**src/hdl/adcrb_pkg.sv**
```systemverilog
// constants and carriers for the measurement result register bank
// ----------------------------------------------------------------
// Notes on behaviour
// - the first input voltage result is a read-only 16-bit signed value at 0x37, 1 mV step, 0 to 30000 mV, zero after reset.
// - the second input voltage result is a read-only 16-bit signed value at 0x39, 1 mV step, 0 to 30000 mV, zero after reset.
// - the battery voltage result is a read-only 16-bit signed value at 0x3b, 1 mV step, 0 to 20000 mV, zero after reset.
// - the system rail result is a read-only 16-bit signed value at 0x3d, 1 mV step, 0 to 24000 mV, zero after reset.
// - the thermistor result is a read-only 16-bit percentage at 0x3f, step 0.0976563 percent, up to 99.9023 percent, zero after reset.
// - the die temperature result is a read-only 16-bit signed value at 0x41, 0.5 degree step, -40 to 150 degrees, zero after reset.
// - the data plus line result is a read-only 16-bit value at 0x43, 1 mV step, 0 to 3600 mV, zero after reset.
// - each channel has a writable disable bit, zero keeps it converting and one stops it, cleared on register reset.
// ----------------------------------------------------------------
package adcrb_pkg;
  localparam int unsigned CH_N = 7;
  localparam logic [7:0] OFS_DIS0 = 8'h2f;
  localparam logic [7:0] OFS_DIS1 = 8'h30;
  localparam logic [7:0] OFS_VIN1 = 8'h37;
  localparam logic [7:0] OFS_VIN2 = 8'h39;
  localparam logic [7:0] OFS_VBAT = 8'h3b;
  localparam logic [7:0] OFS_VSYS = 8'h3d;
  localparam logic [7:0] OFS_THRM = 8'h3f;
  localparam logic [7:0] OFS_TDIE = 8'h41;
  localparam logic [7:0] OFS_DPLS = 8'h43;
  localparam logic [15:0] RES_RST = 16'h0000;
  localparam logic [7:0] DIS_RST = 8'h00;
  // channel index order: vin1 vin2 vbat vsys thrm tdie dplus
  localparam int unsigned CH_VIN1 = 0;
  localparam int unsigned CH_VIN2 = 1;
  localparam int unsigned CH_VBAT = 2;
  localparam int unsigned CH_VSYS = 3;
  localparam int unsigned CH_THRM = 4;
  localparam int unsigned CH_TDIE = 5;
  localparam int unsigned CH_DPLS = 6;
  // disable bit positions
  localparam int unsigned B0_VBAT = 4;
  localparam int unsigned B0_VSYS = 3;
  localparam int unsigned B0_THRM = 2;
  localparam int unsigned B0_TDIE = 1;
  localparam int unsigned B1_DPLS = 7;
  localparam int unsigned B1_VIN2 = 5;
  localparam int unsigned B1_VIN1 = 4;
  localparam logic [7:0] DIS0_MASK = 8'h1e;
  localparam logic [7:0] DIS1_MASK = 8'hf0;

  typedef struct packed {
    logic wr;
    logic rd;
    logic [7:0] addr;
    logic [7:0] wdata;
  } adcrb_req_t;

  typedef struct packed {
    logic valid;
    logic [3:0] ch;
    logic [15:0] value;
  } adcrb_conv_t;

  typedef struct packed {
    logic [CH_N-1:0][15:0] res;
    logic [7:0] dis0;
    logic [7:0] dis1;
    logic [7:0] rdata;
  } adcrb_state_t;
endpackage

```
**src/hdl/adcrb_bank.sv**
```systemverilog
// measurement result register bank with channel disable registers
`timescale 1ns/1ps
module adcrb_bank (
  // clock and reset
  input wire logic clk,
  input wire logic sys_rst,
  // register access from the serial control port
  input wire adcrb_pkg::adcrb_req_t req,
  output logic [7:0] rdata,
  // conversion results from the converter
  input wire adcrb_pkg::adcrb_conv_t conv,
  // per channel enable toward the converter
  output logic [adcrb_pkg::CH_N-1:0] ch_enable
);
  // ----------------------------------------------------------------
  // state
  // ----------------------------------------------------------------
  adcrb_pkg::adcrb_state_t st_r;
  adcrb_pkg::adcrb_state_t st_nxt;
  logic [adcrb_pkg::CH_N-1:0] ch_off;
  logic [adcrb_pkg::CH_N-1:0][7:0] ofs;

  assign ofs[adcrb_pkg::CH_VIN1] = adcrb_pkg::OFS_VIN1;
  assign ofs[adcrb_pkg::CH_VIN2] = adcrb_pkg::OFS_VIN2;
  assign ofs[adcrb_pkg::CH_VBAT] = adcrb_pkg::OFS_VBAT;
  assign ofs[adcrb_pkg::CH_VSYS] = adcrb_pkg::OFS_VSYS;
  assign ofs[adcrb_pkg::CH_THRM] = adcrb_pkg::OFS_THRM;
  assign ofs[adcrb_pkg::CH_TDIE] = adcrb_pkg::OFS_TDIE;
  assign ofs[adcrb_pkg::CH_DPLS] = adcrb_pkg::OFS_DPLS;

  // ----------------------------------------------------------------
  // channel disable map
  // ----------------------------------------------------------------
  assign ch_off[adcrb_pkg::CH_VIN1] = st_r.dis1[adcrb_pkg::B1_VIN1];
  assign ch_off[adcrb_pkg::CH_VIN2] = st_r.dis1[adcrb_pkg::B1_VIN2];
  assign ch_off[adcrb_pkg::CH_VBAT] = st_r.dis0[adcrb_pkg::B0_VBAT];
  assign ch_off[adcrb_pkg::CH_VSYS] = st_r.dis0[adcrb_pkg::B0_VSYS];
  assign ch_off[adcrb_pkg::CH_THRM] = st_r.dis0[adcrb_pkg::B0_THRM];
  assign ch_off[adcrb_pkg::CH_TDIE] = st_r.dis0[adcrb_pkg::B0_TDIE];
  assign ch_off[adcrb_pkg::CH_DPLS] = st_r.dis1[adcrb_pkg::B1_DPLS];
  assign ch_enable = ~ch_off;
  assign rdata = st_r.rdata;

  // ----------------------------------------------------------------
  // next state
  // ----------------------------------------------------------------
  always_comb
  begin
    st_nxt = st_r;
    st_nxt.rdata = 8'h00;
    // results only change from the converter, never from writes
    if (conv.valid && conv.ch < 4'(adcrb_pkg::CH_N))
    begin
      if (!ch_off[conv.ch[2:0]])
      begin
        st_nxt.res[conv.ch[2:0]] = conv.value;
      end
    end
    if (req.wr && req.addr == adcrb_pkg::OFS_DIS0)
    begin
      st_nxt.dis0 = req.wdata & adcrb_pkg::DIS0_MASK;
    end
    if (req.wr && req.addr == adcrb_pkg::OFS_DIS1)
    begin
      st_nxt.dis1 = req.wdata & adcrb_pkg::DIS1_MASK;
    end
    if (req.rd)
    begin
      if (req.addr == adcrb_pkg::OFS_DIS0)
      begin
        st_nxt.rdata = st_r.dis0;
      end
      if (req.addr == adcrb_pkg::OFS_DIS1)
      begin
        st_nxt.rdata = st_r.dis1;
      end
      for (int i = 0; i < adcrb_pkg::CH_N; i++)
      begin
        // high byte at the offset, low byte right after
        if (req.addr == ofs[i])
        begin
          st_nxt.rdata = st_r.res[i][15:8];
        end
        if (req.addr == ofs[i] + 8'h01)
        begin
          st_nxt.rdata = st_r.res[i][7:0];
        end
      end
    end
  end

  // ----------------------------------------------------------------
  // register
  // ----------------------------------------------------------------
  always_ff @(posedge clk or posedge sys_rst)
  begin
    if (sys_rst)
    begin
      st_r.res <= '0;
      st_r.dis0 <= adcrb_pkg::DIS_RST;
      st_r.dis1 <= adcrb_pkg::DIS_RST;
      st_r.rdata <= 8'h00;
    end
    else
    begin
      st_r <= st_nxt;
    end
  end

  // ----------------------------------------------------------------
  // checks
  // ----------------------------------------------------------------
  property p_vin1_hi;
    @(posedge clk) disable iff (sys_rst)
    req.rd && req.addr == adcrb_pkg::OFS_VIN1
      |=> rdata == $past(st_r.res[adcrb_pkg::CH_VIN1][15:8]);
  endproperty
  a_vin1_hi: assert property (p_vin1_hi) else $error("vin1 high");
  property p_vin2_lo;
    @(posedge clk) disable iff (sys_rst)
    req.rd && req.addr == adcrb_pkg::OFS_VIN2 + 8'h01
      |=> rdata == $past(st_r.res[adcrb_pkg::CH_VIN2][7:0]);
  endproperty
  a_vin2_lo: assert property (p_vin2_lo) else $error("vin2 low");
  property p_vbat;
    @(posedge clk) disable iff (sys_rst)
    req.rd && req.addr == adcrb_pkg::OFS_VBAT
      |=> rdata == $past(st_r.res[adcrb_pkg::CH_VBAT][15:8]);
  endproperty
  a_vbat: assert property (p_vbat) else $error("vbat read");
  property p_vsys;
    @(posedge clk) disable iff (sys_rst)
    conv.valid && conv.ch == 4'(adcrb_pkg::CH_VSYS) && ch_enable[3]
      |=> st_r.res[adcrb_pkg::CH_VSYS] == $past(conv.value);
  endproperty
  a_vsys: assert property (p_vsys) else $error("vsys load");
  property p_thrm;
    @(posedge clk) disable iff (sys_rst)
    req.rd && req.addr == adcrb_pkg::OFS_THRM + 8'h01
      |=> rdata == $past(st_r.res[adcrb_pkg::CH_THRM][7:0]);
  endproperty
  a_thrm: assert property (p_thrm) else $error("thrm read");
  property p_tdie;
    @(posedge clk) disable iff (sys_rst)
    req.rd && req.addr == adcrb_pkg::OFS_TDIE
      |=> rdata == $past(st_r.res[adcrb_pkg::CH_TDIE][15:8]);
  endproperty
  a_tdie: assert property (p_tdie) else $error("tdie read");
  property p_dpls;
    @(posedge clk) disable iff (sys_rst)
    req.rd && req.addr == adcrb_pkg::OFS_DPLS
      |=> rdata == $past(st_r.res[adcrb_pkg::CH_DPLS][15:8]);
  endproperty
  a_dpls: assert property (p_dpls) else $error("dplus read");
  property p_dis;
    @(posedge clk) disable iff (sys_rst)
    req.wr && req.addr == adcrb_pkg::OFS_DIS1
      |=> ch_enable[adcrb_pkg::CH_VIN1] == !$past(req.wdata[4]);
  endproperty
  a_dis: assert property (p_dis) else $error("disable bit");
  property p_ro;
    @(posedge clk) disable iff (sys_rst)
    req.wr && !conv.valid |=> $stable(st_r.res);
  endproperty
  a_ro: assert property (p_ro) else $error("result written");

  // ----------------------------------------------------------------
  // byte read checks
  // ----------------------------------------------------------------
  property p_vin1_lo;
    @(posedge clk) disable iff (sys_rst)
    req.rd && req.addr == adcrb_pkg::OFS_VIN1 + 8'h01
      |=> rdata == $past(st_r.res[adcrb_pkg::CH_VIN1][7:0]);
  endproperty
  a_vin1_lo: assert property (p_vin1_lo) else $error("vin1 low");
  property p_vin2_hi;
    @(posedge clk) disable iff (sys_rst)
    req.rd && req.addr == adcrb_pkg::OFS_VIN2
      |=> rdata == $past(st_r.res[adcrb_pkg::CH_VIN2][15:8]);
  endproperty
  a_vin2_hi: assert property (p_vin2_hi) else $error("vin2 high");
  property p_vbat_lo;
    @(posedge clk) disable iff (sys_rst)
    req.rd && req.addr == adcrb_pkg::OFS_VBAT + 8'h01
      |=> rdata == $past(st_r.res[adcrb_pkg::CH_VBAT][7:0]);
  endproperty
  a_vbat_lo: assert property (p_vbat_lo) else $error("vbat low");
  property p_vsys_hi;
    @(posedge clk) disable iff (sys_rst)
    req.rd && req.addr == adcrb_pkg::OFS_VSYS
      |=> rdata == $past(st_r.res[adcrb_pkg::CH_VSYS][15:8]);
  endproperty
  a_vsys_hi: assert property (p_vsys_hi) else $error("vsys high");
  property p_vsys_lo;
    @(posedge clk) disable iff (sys_rst)
    req.rd && req.addr == adcrb_pkg::OFS_VSYS + 8'h01
      |=> rdata == $past(st_r.res[adcrb_pkg::CH_VSYS][7:0]);
  endproperty
  a_vsys_lo: assert property (p_vsys_lo) else $error("vsys low");
  property p_thrm_hi;
    @(posedge clk) disable iff (sys_rst)
    req.rd && req.addr == adcrb_pkg::OFS_THRM
      |=> rdata == $past(st_r.res[adcrb_pkg::CH_THRM][15:8]);
  endproperty
  a_thrm_hi: assert property (p_thrm_hi) else $error("thrm high");
  property p_tdie_lo;
    @(posedge clk) disable iff (sys_rst)
    req.rd && req.addr == adcrb_pkg::OFS_TDIE + 8'h01
      |=> rdata == $past(st_r.res[adcrb_pkg::CH_TDIE][7:0]);
  endproperty
  a_tdie_lo: assert property (p_tdie_lo) else $error("tdie low");
  property p_dpls_lo;
    @(posedge clk) disable iff (sys_rst)
    req.rd && req.addr == adcrb_pkg::OFS_DPLS + 8'h01
      |=> rdata == $past(st_r.res[adcrb_pkg::CH_DPLS][7:0]);
  endproperty
  a_dpls_lo: assert property (p_dpls_lo) else $error("dplus low");

  // ----------------------------------------------------------------
  // result load checks
  // ----------------------------------------------------------------
  property p_ld_vin1;
    @(posedge clk) disable iff (sys_rst)
    conv.valid && conv.ch == 4'(adcrb_pkg::CH_VIN1) && ch_enable[0]
      |=> st_r.res[adcrb_pkg::CH_VIN1] == $past(conv.value);
  endproperty
  a_ld_vin1: assert property (p_ld_vin1) else $error("vin1 load");
  property p_ld_vin2;
    @(posedge clk) disable iff (sys_rst)
    conv.valid && conv.ch == 4'(adcrb_pkg::CH_VIN2) && ch_enable[1]
      |=> st_r.res[adcrb_pkg::CH_VIN2] == $past(conv.value);
  endproperty
  a_ld_vin2: assert property (p_ld_vin2) else $error("vin2 load");
  property p_ld_vbat;
    @(posedge clk) disable iff (sys_rst)
    conv.valid && conv.ch == 4'(adcrb_pkg::CH_VBAT) && ch_enable[2]
      |=> st_r.res[adcrb_pkg::CH_VBAT] == $past(conv.value);
  endproperty
  a_ld_vbat: assert property (p_ld_vbat) else $error("vbat load");
  property p_ld_thrm;
    @(posedge clk) disable iff (sys_rst)
    conv.valid && conv.ch == 4'(adcrb_pkg::CH_THRM) && ch_enable[4]
      |=> st_r.res[adcrb_pkg::CH_THRM] == $past(conv.value);
  endproperty
  a_ld_thrm: assert property (p_ld_thrm) else $error("thrm load");
  property p_ld_tdie;
    @(posedge clk) disable iff (sys_rst)
    conv.valid && conv.ch == 4'(adcrb_pkg::CH_TDIE) && ch_enable[5]
      |=> st_r.res[adcrb_pkg::CH_TDIE] == $past(conv.value);
  endproperty
  a_ld_tdie: assert property (p_ld_tdie) else $error("tdie load");
  property p_ld_dpls;
    @(posedge clk) disable iff (sys_rst)
    conv.valid && conv.ch == 4'(adcrb_pkg::CH_DPLS) && ch_enable[6]
      |=> st_r.res[adcrb_pkg::CH_DPLS] == $past(conv.value);
  endproperty
  a_ld_dpls: assert property (p_ld_dpls) else $error("dplus load");
  property p_drop_vin1;
    @(posedge clk) disable iff (sys_rst)
    conv.valid && conv.ch == 4'(adcrb_pkg::CH_VIN1) && !ch_enable[0]
      |=> $stable(st_r.res[adcrb_pkg::CH_VIN1]);
  endproperty
  a_drop_vin1: assert property (p_drop_vin1) else $error("vin1 drop");

  // ----------------------------------------------------------------
  // disable bit checks
  // ----------------------------------------------------------------
  property p_dis_vin2;
    @(posedge clk) disable iff (sys_rst)
    req.wr && req.addr == adcrb_pkg::OFS_DIS1
      |=> ch_enable[adcrb_pkg::CH_VIN2] == !$past(req.wdata[5]);
  endproperty
  a_dis_vin2: assert property (p_dis_vin2) else $error("vin2 off");
  property p_dis_dpls;
    @(posedge clk) disable iff (sys_rst)
    req.wr && req.addr == adcrb_pkg::OFS_DIS1
      |=> ch_enable[adcrb_pkg::CH_DPLS] == !$past(req.wdata[7]);
  endproperty
  a_dis_dpls: assert property (p_dis_dpls) else $error("dplus off");
  property p_dis_vbat;
    @(posedge clk) disable iff (sys_rst)
    req.wr && req.addr == adcrb_pkg::OFS_DIS0
      |=> ch_enable[adcrb_pkg::CH_VBAT] == !$past(req.wdata[4]);
  endproperty
  a_dis_vbat: assert property (p_dis_vbat) else $error("vbat off");
  property p_dis_vsys;
    @(posedge clk) disable iff (sys_rst)
    req.wr && req.addr == adcrb_pkg::OFS_DIS0
      |=> ch_enable[adcrb_pkg::CH_VSYS] == !$past(req.wdata[3]);
  endproperty
  a_dis_vsys: assert property (p_dis_vsys) else $error("vsys off");
  property p_dis_thrm;
    @(posedge clk) disable iff (sys_rst)
    req.wr && req.addr == adcrb_pkg::OFS_DIS0
      |=> ch_enable[adcrb_pkg::CH_THRM] == !$past(req.wdata[2]);
  endproperty
  a_dis_thrm: assert property (p_dis_thrm) else $error("thrm off");
  property p_dis_tdie;
    @(posedge clk) disable iff (sys_rst)
    req.wr && req.addr == adcrb_pkg::OFS_DIS0
      |=> ch_enable[adcrb_pkg::CH_TDIE] == !$past(req.wdata[1]);
  endproperty
  a_dis_tdie: assert property (p_dis_tdie) else $error("tdie off");
endmodule // adcrb_bank

```
**config.mk**
```make
export PLATFORM = sky130hd
export DESIGN_NAME = adcrb_bank
export DESIGN_NICKNAME = d
export VERILOG_FILES = /design/src/hdl/adcrb_pkg.sv /design/src/hdl/adcrb_bank.sv
export SDC_FILE = /design/constraint.sdc
export NUM_CORES = 1
export LEC_CHECK = 0
export ABC_AREA = 0
export BUFFER_PORTS_ARGS = -buffer_cell sky130_fd_sc_hd__buf_2
export CORE_ASPECT_RATIO = 1.4
export CORE_MARGIN = 2
export CORE_UTILIZATION = 29
export DETAILED_ROUTE_END_ITERATION = 6
export GPL_ROUTABILITY_DRIVEN = 0
export GPL_TIMING_DRIVEN = 0
export MAX_ROUTING_LAYER = met4
export PLACE_DENSITY_LB_ADDON = 0.15
export SLEW_MARGIN = 20
export SYNTH_ARGS = -nofsm -noshare
export SYNTH_HDL_FRONTEND = slang
export SYNTH_SLANG_ARGS = --single-unit
```
**constraint.sdc**
```tcl
create_clock -name clk -period 4.1 [get_ports clk]
set_clock_uncertainty 0.1 [all_clocks]
set_input_delay 0.205 -clock clk [delete_from_list [all_inputs] [get_ports clk]]
set_output_delay 0.205 -clock clk [all_outputs]
set_load 0.01 [all_outputs]
```
Word-level counts from Yosys, hierarchy flattened:

Cells that the tools add are included.
Widths: inputs -> output; s select.

* bits in registers: 128
* bits of input ports: 41
* output and inout port bits: 15

* magnitude comparators: 3
* eq/ne operators: 16
* multiplexer cells: 22
* bitwise operators: 2
* reduce and logical (&&, ||, !) cells: 5

Operators with widths (count)
* $mux 8: 16
* $bwmux 112: 1
* $eq 8x6->1 const B: 11
* $demux 16 s3: 1
* $eq 8x7->1 const B: 5
* $mux 16: 1
* $not 7->7: 1
* $mux 5: 1
* $logic_and 1x1->1: 4
* $lt 3x4->1 const B: 1
* $lt 4x3->1 const B: 1
* $bmux 1 s3: 1
* $ge 3x1->1 const B: 1
* $reduce_and 2->1: 1
* $mux 1: 1
* $not 1->1: 1

Depth between registers and ports, before layout:

Gate-level depths: netlist of run 1.

* depth after elaboration: 18
* gate-level depth with buffers: 9
* depth with buffers taken out: 6

Worst setup path after synthesis of run 1:

No wires, ideal clock.

* path kind: input -> register
* start: in conv[20] (netlist name)
* end: reg st_r[120] (netlist name)
* library setup time: 125 ps
* arrival: 1617 ps
* data required time: 3875 ps
* path slack: 2258 ps
* stages on the path: 5
* buffers on the path: 1
* path through: nor2b_2 -> nand2_1 -> nor4b_2 -> buf_4 -> mux2_2

* cells in the longest elaborated chain, start to end: 2

Ends and longest elaborated chain
* from (decl): RTL line adcrb_bank.sv:11 `input wire adcrb_pkg::adcrb_conv_t conv,`
* $logic_and 1x1->1: RTL line adcrb_bank.sv:52 `if (conv.valid && conv.ch < 4'(adcrb_pkg::CH_N))`
* $reduce_and 2->1 (no source line)
* to (signal assigned): RTL line adcrb_bank.sv:106 `st_r <= st_nxt;`
* to (decl): RTL line adcrb_bank.sv:18 `adcrb_pkg::adcrb_state_t st_r;`

Every way passes these cells.
A chain may end at the register's enable or synchronous reset.

Worst setup path in the final report of run 1:

* start: reg st_r (netlist bit ch_off[4])
* end: reg st_r[93] (netlist name)

* cells in the longest elaborated chain, start to end: 4

Ends and longest elaborated chain
* $bmux 1 s3: RTL line adcrb_bank.sv:54 `if (!ch_off[conv.ch[2:0]])`
* $mux 1 (not written as such): RTL line adcrb_bank.sv:54
* $not 1->1 (no source line)
* $reduce_and 2->1 (no source line)

Every way passes these cells. The select of a mux whose other input is x is not followed.

==> summary.md, run 1 <==
| Metric | Value |
|---|---|
| Mapped Avg Cell Area | 11.88 um^2 |
| Nets | 661 |
| IO Pins | 56 |
| Finished Cell Area | 7740 um^2 |
| Worst Setup SP | ch_off[4]$_DFFE_PP0P_ |
| Post-DRT Antenna Nets | 0 |
| Vias in the first global route | 4946 |
| Number of synthesized flops with an enable pin | 0 |
| Layout cells sized above 1 | 39.72% |
| Worst hold path type | in2reg |
| Critical Path Max Stage Delay | 0.63 ns |
| Root Buffer | clkbuf_16 |
| Initial Util | 29.34% |
| Sum Neg Setup Slack | 0 ns |
| Final Max Tran Viols | 0 |
| Num rows | 64 |
| # clock sinks | 128 |
| RSZ-0062 raised after global routing | false |
| Library cells used by synthesis | 60 |
| Setup WS pre-CTS | 1.348 ns |
| Synth Instances | 538 |
| Grt ovf | 0 |
| DRC | 0 |
| Crit start category | flop |
| Internal power | 2.777 mW |
| Pleak | 3.305 nW |
| Seq cells post-synth | 128 |
| Layout Area Growth over Synthesis | 21.10% |
| Max VDD drop | 238.1 uV |
| Final core occ | 35.54% |
| Crit Path Max Fanout | 10 |
| CTS buffer count | 17 |
| Hold path start | conv[8] |
| Worst slew pin tran | 0.9313 ns |
| Placed cell count | 890 |
| Setup ws final | 1.694 ns |
| Combinational power share | 14.2% |
| Sequential cell area | 3203 um^2 |
| Area of the multi-input gates | 2890 um^2 |
| Critical path class | reg2reg |
| Max clock buf depth | 2 |
| Sw frac | 25.56% |
| # diodes | 0 |
| Die area | 23260 um^2 |
| Register area share after synthesis | 50.12% |
| Outcome | completed |
| Maxcap violations | 0 |
| Synthesized Nets | 579 |
| Die Y | 179.7 um |
| Slowest CP cell | nand4b_1 |
| Top_reg_cell synth | dfrtp_1 |
| First-pass GRT wire length | 31660 um |
| CP arrival | 2.61 ns |
| WP buf/inv | 1 |
| Largest net degree at the start of global routing | 97 |
| Max frequency | 415.7 MHz |
| Post-placement cell area | 7083 um^2 |
| Mapped cell area | 6391 um^2 |
| Clock power frac | 40.1% |
| TritonCTS clock tree | done |
| DRT iter0 DRCs | 388 |
| I/O Buffers | 53 |
| DR WL/cell | 22.68 um |
| # resized after CTS | 0 |
| YS warnings | 0 |
| Clock latency on the worst-skew pair | 0.43 ns |
| Post-DP HPWL | 15360 um |
| WHS | 0.002350 ns |
| 1st-pass router iterations | 5 |
| Cell Pwr Density | 482.0 nW/um^2 |
| Slew HR | 37.64% |
| CP endpoint kind | flop |
| Top delay family on crit path | simple AND/OR/NAND/NOR gates |
| Sequential share of power | 45.7% |
| Fill count | 2208 |
| Tot GR Track Use | 19.28% |
| Sw Pwr | 953.5 uW |
| Worst-path clk slew | 0.06 ns |
| Final Non-Filler Cells | 929 |
| Max H-tree Level | 4 |
| Vias | 4869 |
| Req. time, crit path | 4.30 ns |
| Tcrit/Tclk final | 58.68% |
| Pwr Total | 3.730 mW |
| Antenna violations before repair | 0 |
| Critical path cell sequence | nor2_1 -> nand4b_1 -> clkbuf_1 -> mux2_2 |
| Async S/R FF share, synth | 100.0% |
| Die Wd | 129.5 um |
| Final hold vios | 0 |
| Drt total wl | 21070 um |
| Fin crit period | 2.406 ns |
| Placeable Area | 21780 um^2 |
| Worst reg2reg startpoint | ch_off[4]$_DFFE_PP0P_ |
| Setup violators final | 0 |
| DR vias/cell | 5.241 |
## routing by layer
layer / part of all wire, % / GRT usage [%] / up-vias / wire [um]
met1: 43 / 24.65 / 2466 / 8980
met2: 49 / 30.25 / 204 / 10430
met5: 0 / - / - / 0
met3: 4.9 / 3.512 / 40 / 1030
li1: - / - / 2159 / -
met4: 3.0 / 7.484 / 0 / 635
## worst reg2reg max path: cells and delay by family, from the launching register on
family	cells	cell delay (ns)
mux	1	0.42
simple gates	2	0.75
flops	1	0.43
buf+inv	1	0.58
## cell usage after synthesis, types with 10 or more instances
| master | n | area (um^2) |
|---|---|---|
| dfrtp_1 | 128 | 3203 |
| mux2_2 | 126 | 1419 |
| nand2_1 | 31 | 116.4 |
| a21oi_1 | 26 | 130.1 |
| o21ai_0 | 26 | 130.1 |
| nor2_1 | 19 | 71.32 |
| buf_4 | 16 | 120.1 |
| inv_1 | 12 | 45.04 |
| clkbuf_1 | 11 | 41.29 |
| a22oi_1 | 10 | 75.07 |
| nand3_1 | 10 | 50.05 |
| o22ai_1 | 10 | 62.56 |
## power by group through the flow
stage | clock [mW] | sequential, mW | combinational, mW
after global routing | 1.57 | 1.73 | 0.583
after CTS | 1.52 | 1.70 | 0.534
final | 1.50 | 1.70 | 0.530
after global placement | 0 | 1.71 | 0.507
after floorplan | 0 | 1.64 | 0.392
after detailed placement | 0 | 1.72 | 0.526
## flip-flops by register name (all words and copies together), names as in the netlist
| name | count |
|---|---|
| ch_off | 7 |
| rdata | 8 |
| st_r | 113 |
## final timing paths
| path | end | slack [ns] | cells past startpoint |
|---|---|---|---|
| max in group asynchronous | st_r[88]$_DFFE_PP0P_ | 2.93 | 4 |
| min in group asynchronous | st_r[117]$_DFFE_PP0P_ | 0.19 | 3 |
| worst min-delay path | st_r[64]$_DFFE_PP0P_ | 0.002 | 2 |
| worst max register to register | st_r[93]$_DFFE_PP0P_ | 1.69 | 4 |
| worst max-delay path | st_r[93]$_DFFE_PP0P_ | 1.69 | 4 |
| worst min register to register | st_r[67]$_DFFE_PP0P_ | 0.40 | 1 |
## layout make-up
cell class	count	area share, %
clock buffers	26	6.450
well taps	297	4.801
plain buffers	40	3.330
multi-input cells	357	37.34
inverters	13	0.7274
clock inverters	5	1.002
repair buffers	63	4.963
flip-flops and latches	128	41.38
## layout by cell type, fill, tap and decap left out, types with 3 or more instances in the layout
cell type      instances
nor3_1                 6
nand3_1               10
buf_6                  6
mux2i_1                9
buf_4                 16
o22ai_1               10
o221ai_1               3
dfrtp_1              128
dlygate4sd3_1          8
mux2_2               126
o211ai_1               7
a31oi_1                6
a221oi_1               4
nand4b_1               4
inv_1                 11
clkbuf_1              16
clkbuf_8               4
buf_2                 61
nand2_1               31
clkbuf_16             17
a22oi_1               10
nor2_1                19
nor2b_1                5
nand2b_1               3
o21ai_0               26
o311a_1                3
a21oi_1               26
a32oi_1                5
## kinds of logic (layout without fill, tap and decap cells)
| group | after synthesis | after routing | synth area share (%) |
|---|---|---|---|
| AO/OA/AOI/OAI | 118 | 118 | 12.26 |
| buffers and inverters | 53 | 147 | 4.796 |
| flip-flops | 128 | 128 | 50.12 |
| multiplexers | 135 | 135 | 23.61 |
| AND/OR/NAND/NOR | 104 | 104 | 9.221 |
## timing repair
action	CTS	global route
buffers inserted	0	0
hold endpoints to repair	40	0
hold buffers	8	0
Power figures use the tool's default switching activity.
==> inputs of run 2 (changes only) <==
==> constraint.sdc (replaced) <==
create_clock -name clk -period 2.1 [get_ports clk]
set_clock_uncertainty 0.1 [all_clocks]
set_input_delay 0.105 -clock clk [delete_from_list [all_inputs] [get_ports clk]]
set_output_delay 0.105 -clock clk [all_outputs]
set_load 0.01 [all_outputs]
==> run 2 against run 1 <==
  * Fmax up 20%
  * Highest routed layer unchanged
  * Non-clock buffer count up 22
  * Sequential share of layout area fell by 1.5 points
  * Critical path depth increased by 1
  * Critical endpoint is now st_r[88]$_DFFE_PP0P_
==> summary.md, run 2 (synthesis gave the netlist of run 1 again) <==
| Metric | Value |
|---|---|
| Outcome | completed (unchanged) |
| Critical path class | reg2reg (unchanged) |
| # diodes | 0 (unchanged) |
| Root Buffer | clkbuf_16 (unchanged) |
| Flop2flop setup slack | 0.09 ns (was 1.69 ns) |
| Layout cells sized above 1 | 40.61% (was 39.72%) |
| 1st-pass router iterations | 5 (unchanged) |
| M3 GR Usage | 3.214% (was 3.512%) |
| R2R Path End | st_r[88]$_DFFE_PP0P_ (was st_r[93]$_DFFE_PP0P_) |
| Largest net degree at the start of global routing | 35 (was 97) |
| M1 GR Usage | 25.30% (was 24.65%) |
| Die Y | 179.7 um (unchanged) |
| Crit Path Max Fanout | 10 (unchanged) |
| Largest register by flop count | st_r (unchanged) |
| Vias | 4932 (was 4869) |
| Tcrit/Tclk final | 95.82% (was 58.68%) |
| Max clock buf depth | 2 (unchanged) |
| Worst slew pin tran | 0.9465 ns (was 0.9313 ns) |
| Grt ovf | 0 (unchanged) |
| Layer with the highest usage | met2 (unchanged) |
| Most frequent cells in the layout | 128 x dfrtp_1, 126 x mux2_2, 60 x buf_2 (was 128 x dfrtp_1, 126 x mux2_2, 61 x buf_2) |
| Fill count | 2227 (was 2208) |
| RSZ-0062 raised after global routing | false (unchanged) |
| Setup violators final | 0 (unchanged) |
| Die area | 23260 um^2 (unchanged) |
| Slowest CP cell | clkbuf_1 (was nand4b_1) |
| Maxcap violations | 0 (unchanged) |
| Cell Pwr Density | 936.0 nW/um^2 (was 482.0 nW/um^2) |
| Placeable Area | 21780 um^2 (unchanged) |
| Num rows | 64 (unchanged) |
| Initial Util | 29.34% (unchanged) |
| Finished Cell Area | 8038 um^2 (was 7740 um^2) |
| Layout Area Growth over Synthesis | 25.76% (was 21.10%) |
| DR vias/cell | 5.181 (was 5.241) |
| Nets | 683 (was 661) |
| Worst hold path type | in2reg (unchanged) |
| Max VDD drop | 497.9 uV (was 238.1 uV) |
| Sum Neg Setup Slack | 0 ns (unchanged) |
| Post-DP HPWL | 15370 um (was 15360 um) |
| CTS buffer count | 17 (unchanged) |
| Hold path depth | 3 (was 2) |
| TritonCTS clock tree | done (unchanged) |
| CP endpoint kind | flop (unchanged) |
| Final Max Tran Viols | 0 (unchanged) |
| Commonest non-fill, non-tap cell in the layout | dfrtp_1 (unchanged) |
| Hold path start | req[17] (was conv[8]) |
| DRC | 0 (unchanged) |
| Max reg flops | 113 (unchanged) |
| Die Wd | 129.5 um (unchanged) |
| I/O Buffers | 53 (unchanged) |
| Area of the multi-input gates | 2898 um^2 (was 2890 um^2) |
| FF-to-FF path depth | 5 (was 4) |
| Slew HR | 36.62% (was 37.64%) |
| Clock latency on the worst-skew pair | 0.42 ns (was 0.43 ns) |
| Final hold vios | 0 (unchanged) |
| First-pass GRT wire length | 31810 um (was 31660 um) |
| Worst hold endpoint | ch_off[2]$_DFFE_PP0P_ (was st_r[64]$_DFFE_PP0P_) |
| Worst-path clk slew | 0.06 ns (about the same) |
| Critical Path Max Stage Delay | 0.67 ns (was 0.63 ns) |
| Max H-tree Level | 4 (unchanged) |
| Sequential cell area | 3203 um^2 (unchanged) |
| Tot GR Track Use | 19.26% (was 19.28%) |
| Final core occ | 36.90% (was 35.54%) |
| Drt total wl | 20930 um (was 21070 um) |
| Worst reg2reg startpoint | ch_off[4]$_DFFE_PP0P_ (unchanged) |
| Pleak | 3.421 nW (was 3.305 nW) |
| Max frequency | 497.0 MHz (was 415.7 MHz) |
| Vias in the first global route | 4899 (was 4946) |
| DR WL/cell | 21.98 um (was 22.68 um) |
| Critical path cell sequence | nor2_1 -> nand4b_1 -> buf_4 -> clkbuf_1 -> mux2_2 (was nor2_1 -> nand4b_1 -> clkbuf_1 -> mux2_2) |
| IO Pins | 56 (unchanged) |
| Crit start category | flop (unchanged) |
| Post-placement cell area | 7132 um^2 (was 7083 um^2) |
| Grt met2 use | 29.92% (was 30.25%) |
| Req. time, crit path | 2.30 ns (was 4.30 ns) |
| DRT iter0 DRCs | 435 (was 388) |
| WHS | 0.05824 ns (was 0.002350 ns) |
| # clock sinks | 128 (unchanged) |
| Post-DRT Antenna Nets | 0 (unchanged) |
| Antenna violations before repair | 0 (unchanged) |
| Fin crit period | 2.012 ns (was 2.406 ns) |
| CP arrival | 2.21 ns (was 2.61 ns) |
| Pwr Total | 7.523 mW (was 3.730 mW) |
[run 2: worst max-delay path: cells and delay by family (launching register included)]
| kind | cells | cell delay (ns) |
|---|---|---|
| buffers and inverters | 2 | 0.81 |
| flip-flops | 1 | 0.41 |
| multiplexers | 1 | 0.41 |
| AND/OR/NAND/NOR | 2 | 0.15 |
[run 2: power breakdown]
part	total [mW]	internal (mW)	switching (mW)
clock	3.13	2.01	1.12
sequential	3.33	2.98	0.346
combinational	1.06	0.605	0.460
[run 2: how the worst max path moves through the flow]
| stage | startpoint | end | slack, ns |
|---|---|---|---|
| finish | ch_off[4]$_DFFE_PP0P_ | st_r[88]$_DFFE_PP0P_ | 0.09 |
| global route | req[14] | rdata[6]$_DFF_PP0_ | 0.02 |
| CTS | ch_off[3]$_DFFE_PP0P_ | st_r[80]$_DFFE_PP0P_ | 0.02 |
| detailed placement | req[14] | rdata[1]$_DFF_PP0_ | -0.47 |
| global placement | conv[19] | st_r[124]$_DFFE_PP0P_ | -0.69 |
| floorplan | sys_rst | ch_off[0]$_DFFE_PP0P_ | 0.31 |
[run 2: final cells by class]
type                    count  area share, %
flip-flops and latches    128          39.85
plain buffers              40          3.269
repair buffers             85          7.737
inverters                  13         0.6538
clock inverters            14          2.351
clock buffers              18          5.464
well taps                 297          4.623
multi-input cells         357          36.05
[run 2: what timing repair did]
action	4_1_cts	5_1_grt
gates cloned	0	0
hold buffers	25	0
endpoints found under the setup margin	34	16
buffers inserted	2	0
pin swaps	1	0
endpoints found under the hold margin	189	0
gates resized for setup	3	3
[run 2: metal layers]
layer / wire, um / part of all wire, %
met4: 562 / 2.7
met2: 10210 / 49
met3: 1204 / 5.8
met5: 0 / 0
met1: 8950 / 43
[run 2: metrics by stage]
| step | setup slack, ns | instances |
|---|---|---|
| finish | 0.08783 | 952 |
| global route | 0.01877 | 952 |
| CTS | 0.02060 | 952 |
| detailed placement | -0.4724 | 893 |
| global placement | -0.6918 | 888 |
| floorplan | 0.3138 | 538 |
==> inputs of run 3 (changes only) <==
--- a/config.mk
+++ b/config.mk
@@ -13,7 +13,6 @@
 export DETAILED_ROUTE_END_ITERATION = 6
 export GPL_ROUTABILITY_DRIVEN = 0
 export GPL_TIMING_DRIVEN = 0
-export MAX_ROUTING_LAYER = met4
 export PLACE_DENSITY_LB_ADDON = 0.15
 export SLEW_MARGIN = 20
 export SYNTH_ARGS = -nofsm -noshare
==> run 3 against run 2 <==
  * Core utilization stayed put
  * Critical path depth stayed put
  * First-iteration DRC count is 3.2% lower
  * Worst hold slack better by 0.0055 ns
  * Cell count stayed put
  * Setup slack worse by 0.025 ns
  * Global-route usage is 0.56 points lower
  * Flip-flop and latch count stayed put
  * Fmax is 1.2% lower
  * Clock power hardly changed
  * Non-clock buffer count stayed put
  * Combinational power hardly changed
==> summary.md, run 3 (synthesis gave the netlist of run 1 again) <==
| Metric | Value |
|---|---|
| Fin crit period | 2.037 ns (was 2.012 ns) |
| Clock latency on the worst-skew pair | 0.42 ns (about the same) |
| Placeable Area | 21780 um^2 (unchanged) |
| DRT iter0 DRCs | 421 (was 435) |
| Final hold vios | 0 (unchanged) |
| Crit start category | flop (unchanged) |
| Critical path cell sequence | nor2_1 -> nand4b_1 -> buf_4 -> clkbuf_1 -> mux2_2 (unchanged) |
| Nets | 683 (unchanged) |
| Max clock buf depth | 2 (unchanged) |
| Cell Pwr Density | 934.7 nW/um^2 (was 936.0 nW/um^2) |
| Drt total wl | 20830 um (was 20930 um) |
| Max H-tree Level | 4 (unchanged) |
| Largest register by flop count | st_r (unchanged) |
| Final Non-Filler Cells | 952 (unchanged) |
| Grt met2 use | 29.89% (was 29.92%) |
| Sum Neg Setup Slack | 0 ns (unchanged) |
| DR vias/cell | 5.141 (was 5.181) |
| M1 GR Usage | 25.24% (was 25.30%) |
| CP endpoint kind | flop (unchanged) |
| Slew HR | 37.98% (was 36.62%) |
| DRC | 0 (unchanged) |
| Max frequency | 491.0 MHz (was 497.0 MHz) |
| Clock power frac | 41.5% (was 41.6%) |
| Sequential share of power | 44.3% (about the same) |
| Internal power | 5.600 mW (about the same) |
| Die area | 23260 um^2 (unchanged) |
| Die Wd | 129.5 um (unchanged) |
| Tcrit/Tclk final | 96.99% (was 95.82%) |
| Maxcap violations | 0 (unchanged) |
| Num rows | 64 (unchanged) |
| Final Max Tran Viols | 0 (unchanged) |
| M3 GR Usage | 3.274% (was 3.214%) |
| RSZ-0062 raised after global routing | false (unchanged) |
| Tot GR Track Use | 18.70% (was 19.26%) |
| Setup violators final | 0 (unchanged) |
| DR WL/cell | 21.88 um (was 21.98 um) |
| CP arrival | 2.23 ns (was 2.21 ns) |
| Largest net degree at the start of global routing | 35 (unchanged) |
| Worst hold path type | in2reg (unchanged) |
| Critical path class | reg2reg (unchanged) |
| Outcome | completed (unchanged) |
| Root Buffer | clkbuf_16 (unchanged) |
| Combinational power share | 14.2% (about the same) |
| 1st-pass router iterations | 5 (unchanged) |
| Crit Path Max Fanout | 10 (unchanged) |
| Commonest non-fill, non-tap cell in the layout | dfrtp_1 (unchanged) |
| I/O Buffers | 53 (unchanged) |
| # diodes | 0 (unchanged) |
| Placed cell count | 893 (unchanged) |
| Pwr Total | 7.513 mW (was 7.523 mW) |
| Post-DRT Antenna Nets | 0 (unchanged) |
| Setup ws final | 0.06322 ns (was 0.08783 ns) |
| Grt ovf | 0 (unchanged) |
| Max reg flops | 113 (unchanged) |
| Most frequent cells in the layout | 128 x dfrtp_1, 126 x mux2_2, 60 x buf_2 (unchanged) |
| Worst-path clk slew | 0.06 ns (about the same) |
| Sw frac | 25.46% (was 25.57%) |
| CTS buffer count | 17 (unchanged) |
| Worst slew pin tran | 0.9262 ns (was 0.9465 ns) |
| IO Pins | 56 (unchanged) |
| Pleak | 3.421 nW (unchanged) |
| Setup WS pre-CTS | -0.4724 ns (unchanged) |
| Req. time, crit path | 2.30 ns (about the same) |
| Post-DP HPWL | 15370 um (unchanged) |
| Antenna violations before repair | 0 (unchanged) |
| Sequential cell area | 3203 um^2 (unchanged) |
| Layout cells sized above 1 | 40.61% (unchanged) |
| # clock sinks | 128 (unchanged) |
| Hold path depth | 3 (unchanged) |
| TritonCTS clock tree | done (unchanged) |
| Critical Path Max Stage Delay | 0.68 ns (was 0.67 ns) |
| Layer with the highest usage | met2 (unchanged) |
| Fill count | 2227 (unchanged) |
| Die Y | 179.7 um (unchanged) |
| Sw Pwr | 1.913 mW (was 1.923 mW) |
| Vias | 4894 (was 4932) |
| Max VDD drop | 492.1 uV (was 497.9 uV) |
| Area of the multi-input gates | 2898 um^2 (unchanged) |
| Initial Util | 29.34% (unchanged) |
| WHS | 0.06369 ns (was 0.05824 ns) |
| First-pass GRT wire length | 31750 um (was 31810 um) |
| Slowest CP cell | clkbuf_1 (unchanged) |
| Vias in the first global route | 4912 (was 4899) |
| Layout Area Growth over Synthesis | 25.76% (unchanged) |
| FF-to-FF path depth | 5 (unchanged) |
-- run 3: cell counts in the layout (fill, tap and decap cells not counted) --
No cell type changed its count.
-- run 3: repair_timing --
item	in CTS	in global routing
resized for setup	3	3
hold buffers	25	0
setup endpoints to repair	34	16
hold endpoints to repair	189	0
buffers inserted	2	0
pin swaps	1	0
-- run 3: final cells by class --
class	instances	area share, %
sequential	128	39.85
multi-input combinational	357	36.05
timing repair buffer	85	7.737
clock buffer	18	5.464
tap	297	4.623
buffer	40	3.269
clock inverter	14	2.351
inverter	13	0.6538
-- run 3: path summary, 6_finish.rpt --
| check | slack (ns) | start | end |
|---|---|---|---|
| setup / recovery | 0.06 | ch_off[4]$_DFFE_PP0P_ | st_r[88]$_DFFE_PP0P_ |
| hold / removal | 0.06 | req[17] | ch_off[4]$_DFFE_PP0P_ |
| setup reg to reg | 0.06 | ch_off[4]$_DFFE_PP0P_ | st_r[88]$_DFFE_PP0P_ |
| hold reg to reg | 0.40 | st_r[42]$_DFFE_PP0P_ | st_r[42]$_DFFE_PP0P_ |
| max in group asynchronous | 0.90 | sys_rst | st_r[82]$_DFFE_PP0P_ |
| min in group asynchronous | 0.08 | sys_rst | rdata[6]$_DFF_PP0_ |
-- run 3: layer usage --
layer  wire length (um)  up-vias
met2              10160      166
met3               1041       29
met4                578        0
li1                   -     2204
met1               9046     2495
met5                  0        -
-- run 3: critical path, delay by kind of cell (launching register included) --
| kind | cells | cell delay, ns |
|---|---|---|
| buffers and inverters | 2 | 0.83 |
| flip-flops | 1 | 0.41 |
| multiplexers | 1 | 0.41 |
| AND/OR/NAND/NOR | 2 | 0.15 |
-- run 3: power groups by stage --
stage	combinational [mW]	sequential (mW)	clock, mW
after floorplan	0.765	3.20	0
after global placement	0.984	3.35	0
after detailed placement	1.03	3.36	0
after CTS	1.07	3.33	3.19
after global routing	1.17	3.38	3.29
final	1.06	3.33	3.12
-- run 3: metrics by stage --
step | util, % | instance area [um^2]
after global routing | 36.90 | 8038
after CTS | 36.87 | 8030
final | 36.90 | 8038
after detailed placement | 32.74 | 7132
after floorplan | - | 6395
after global placement | 32.28 | 7032
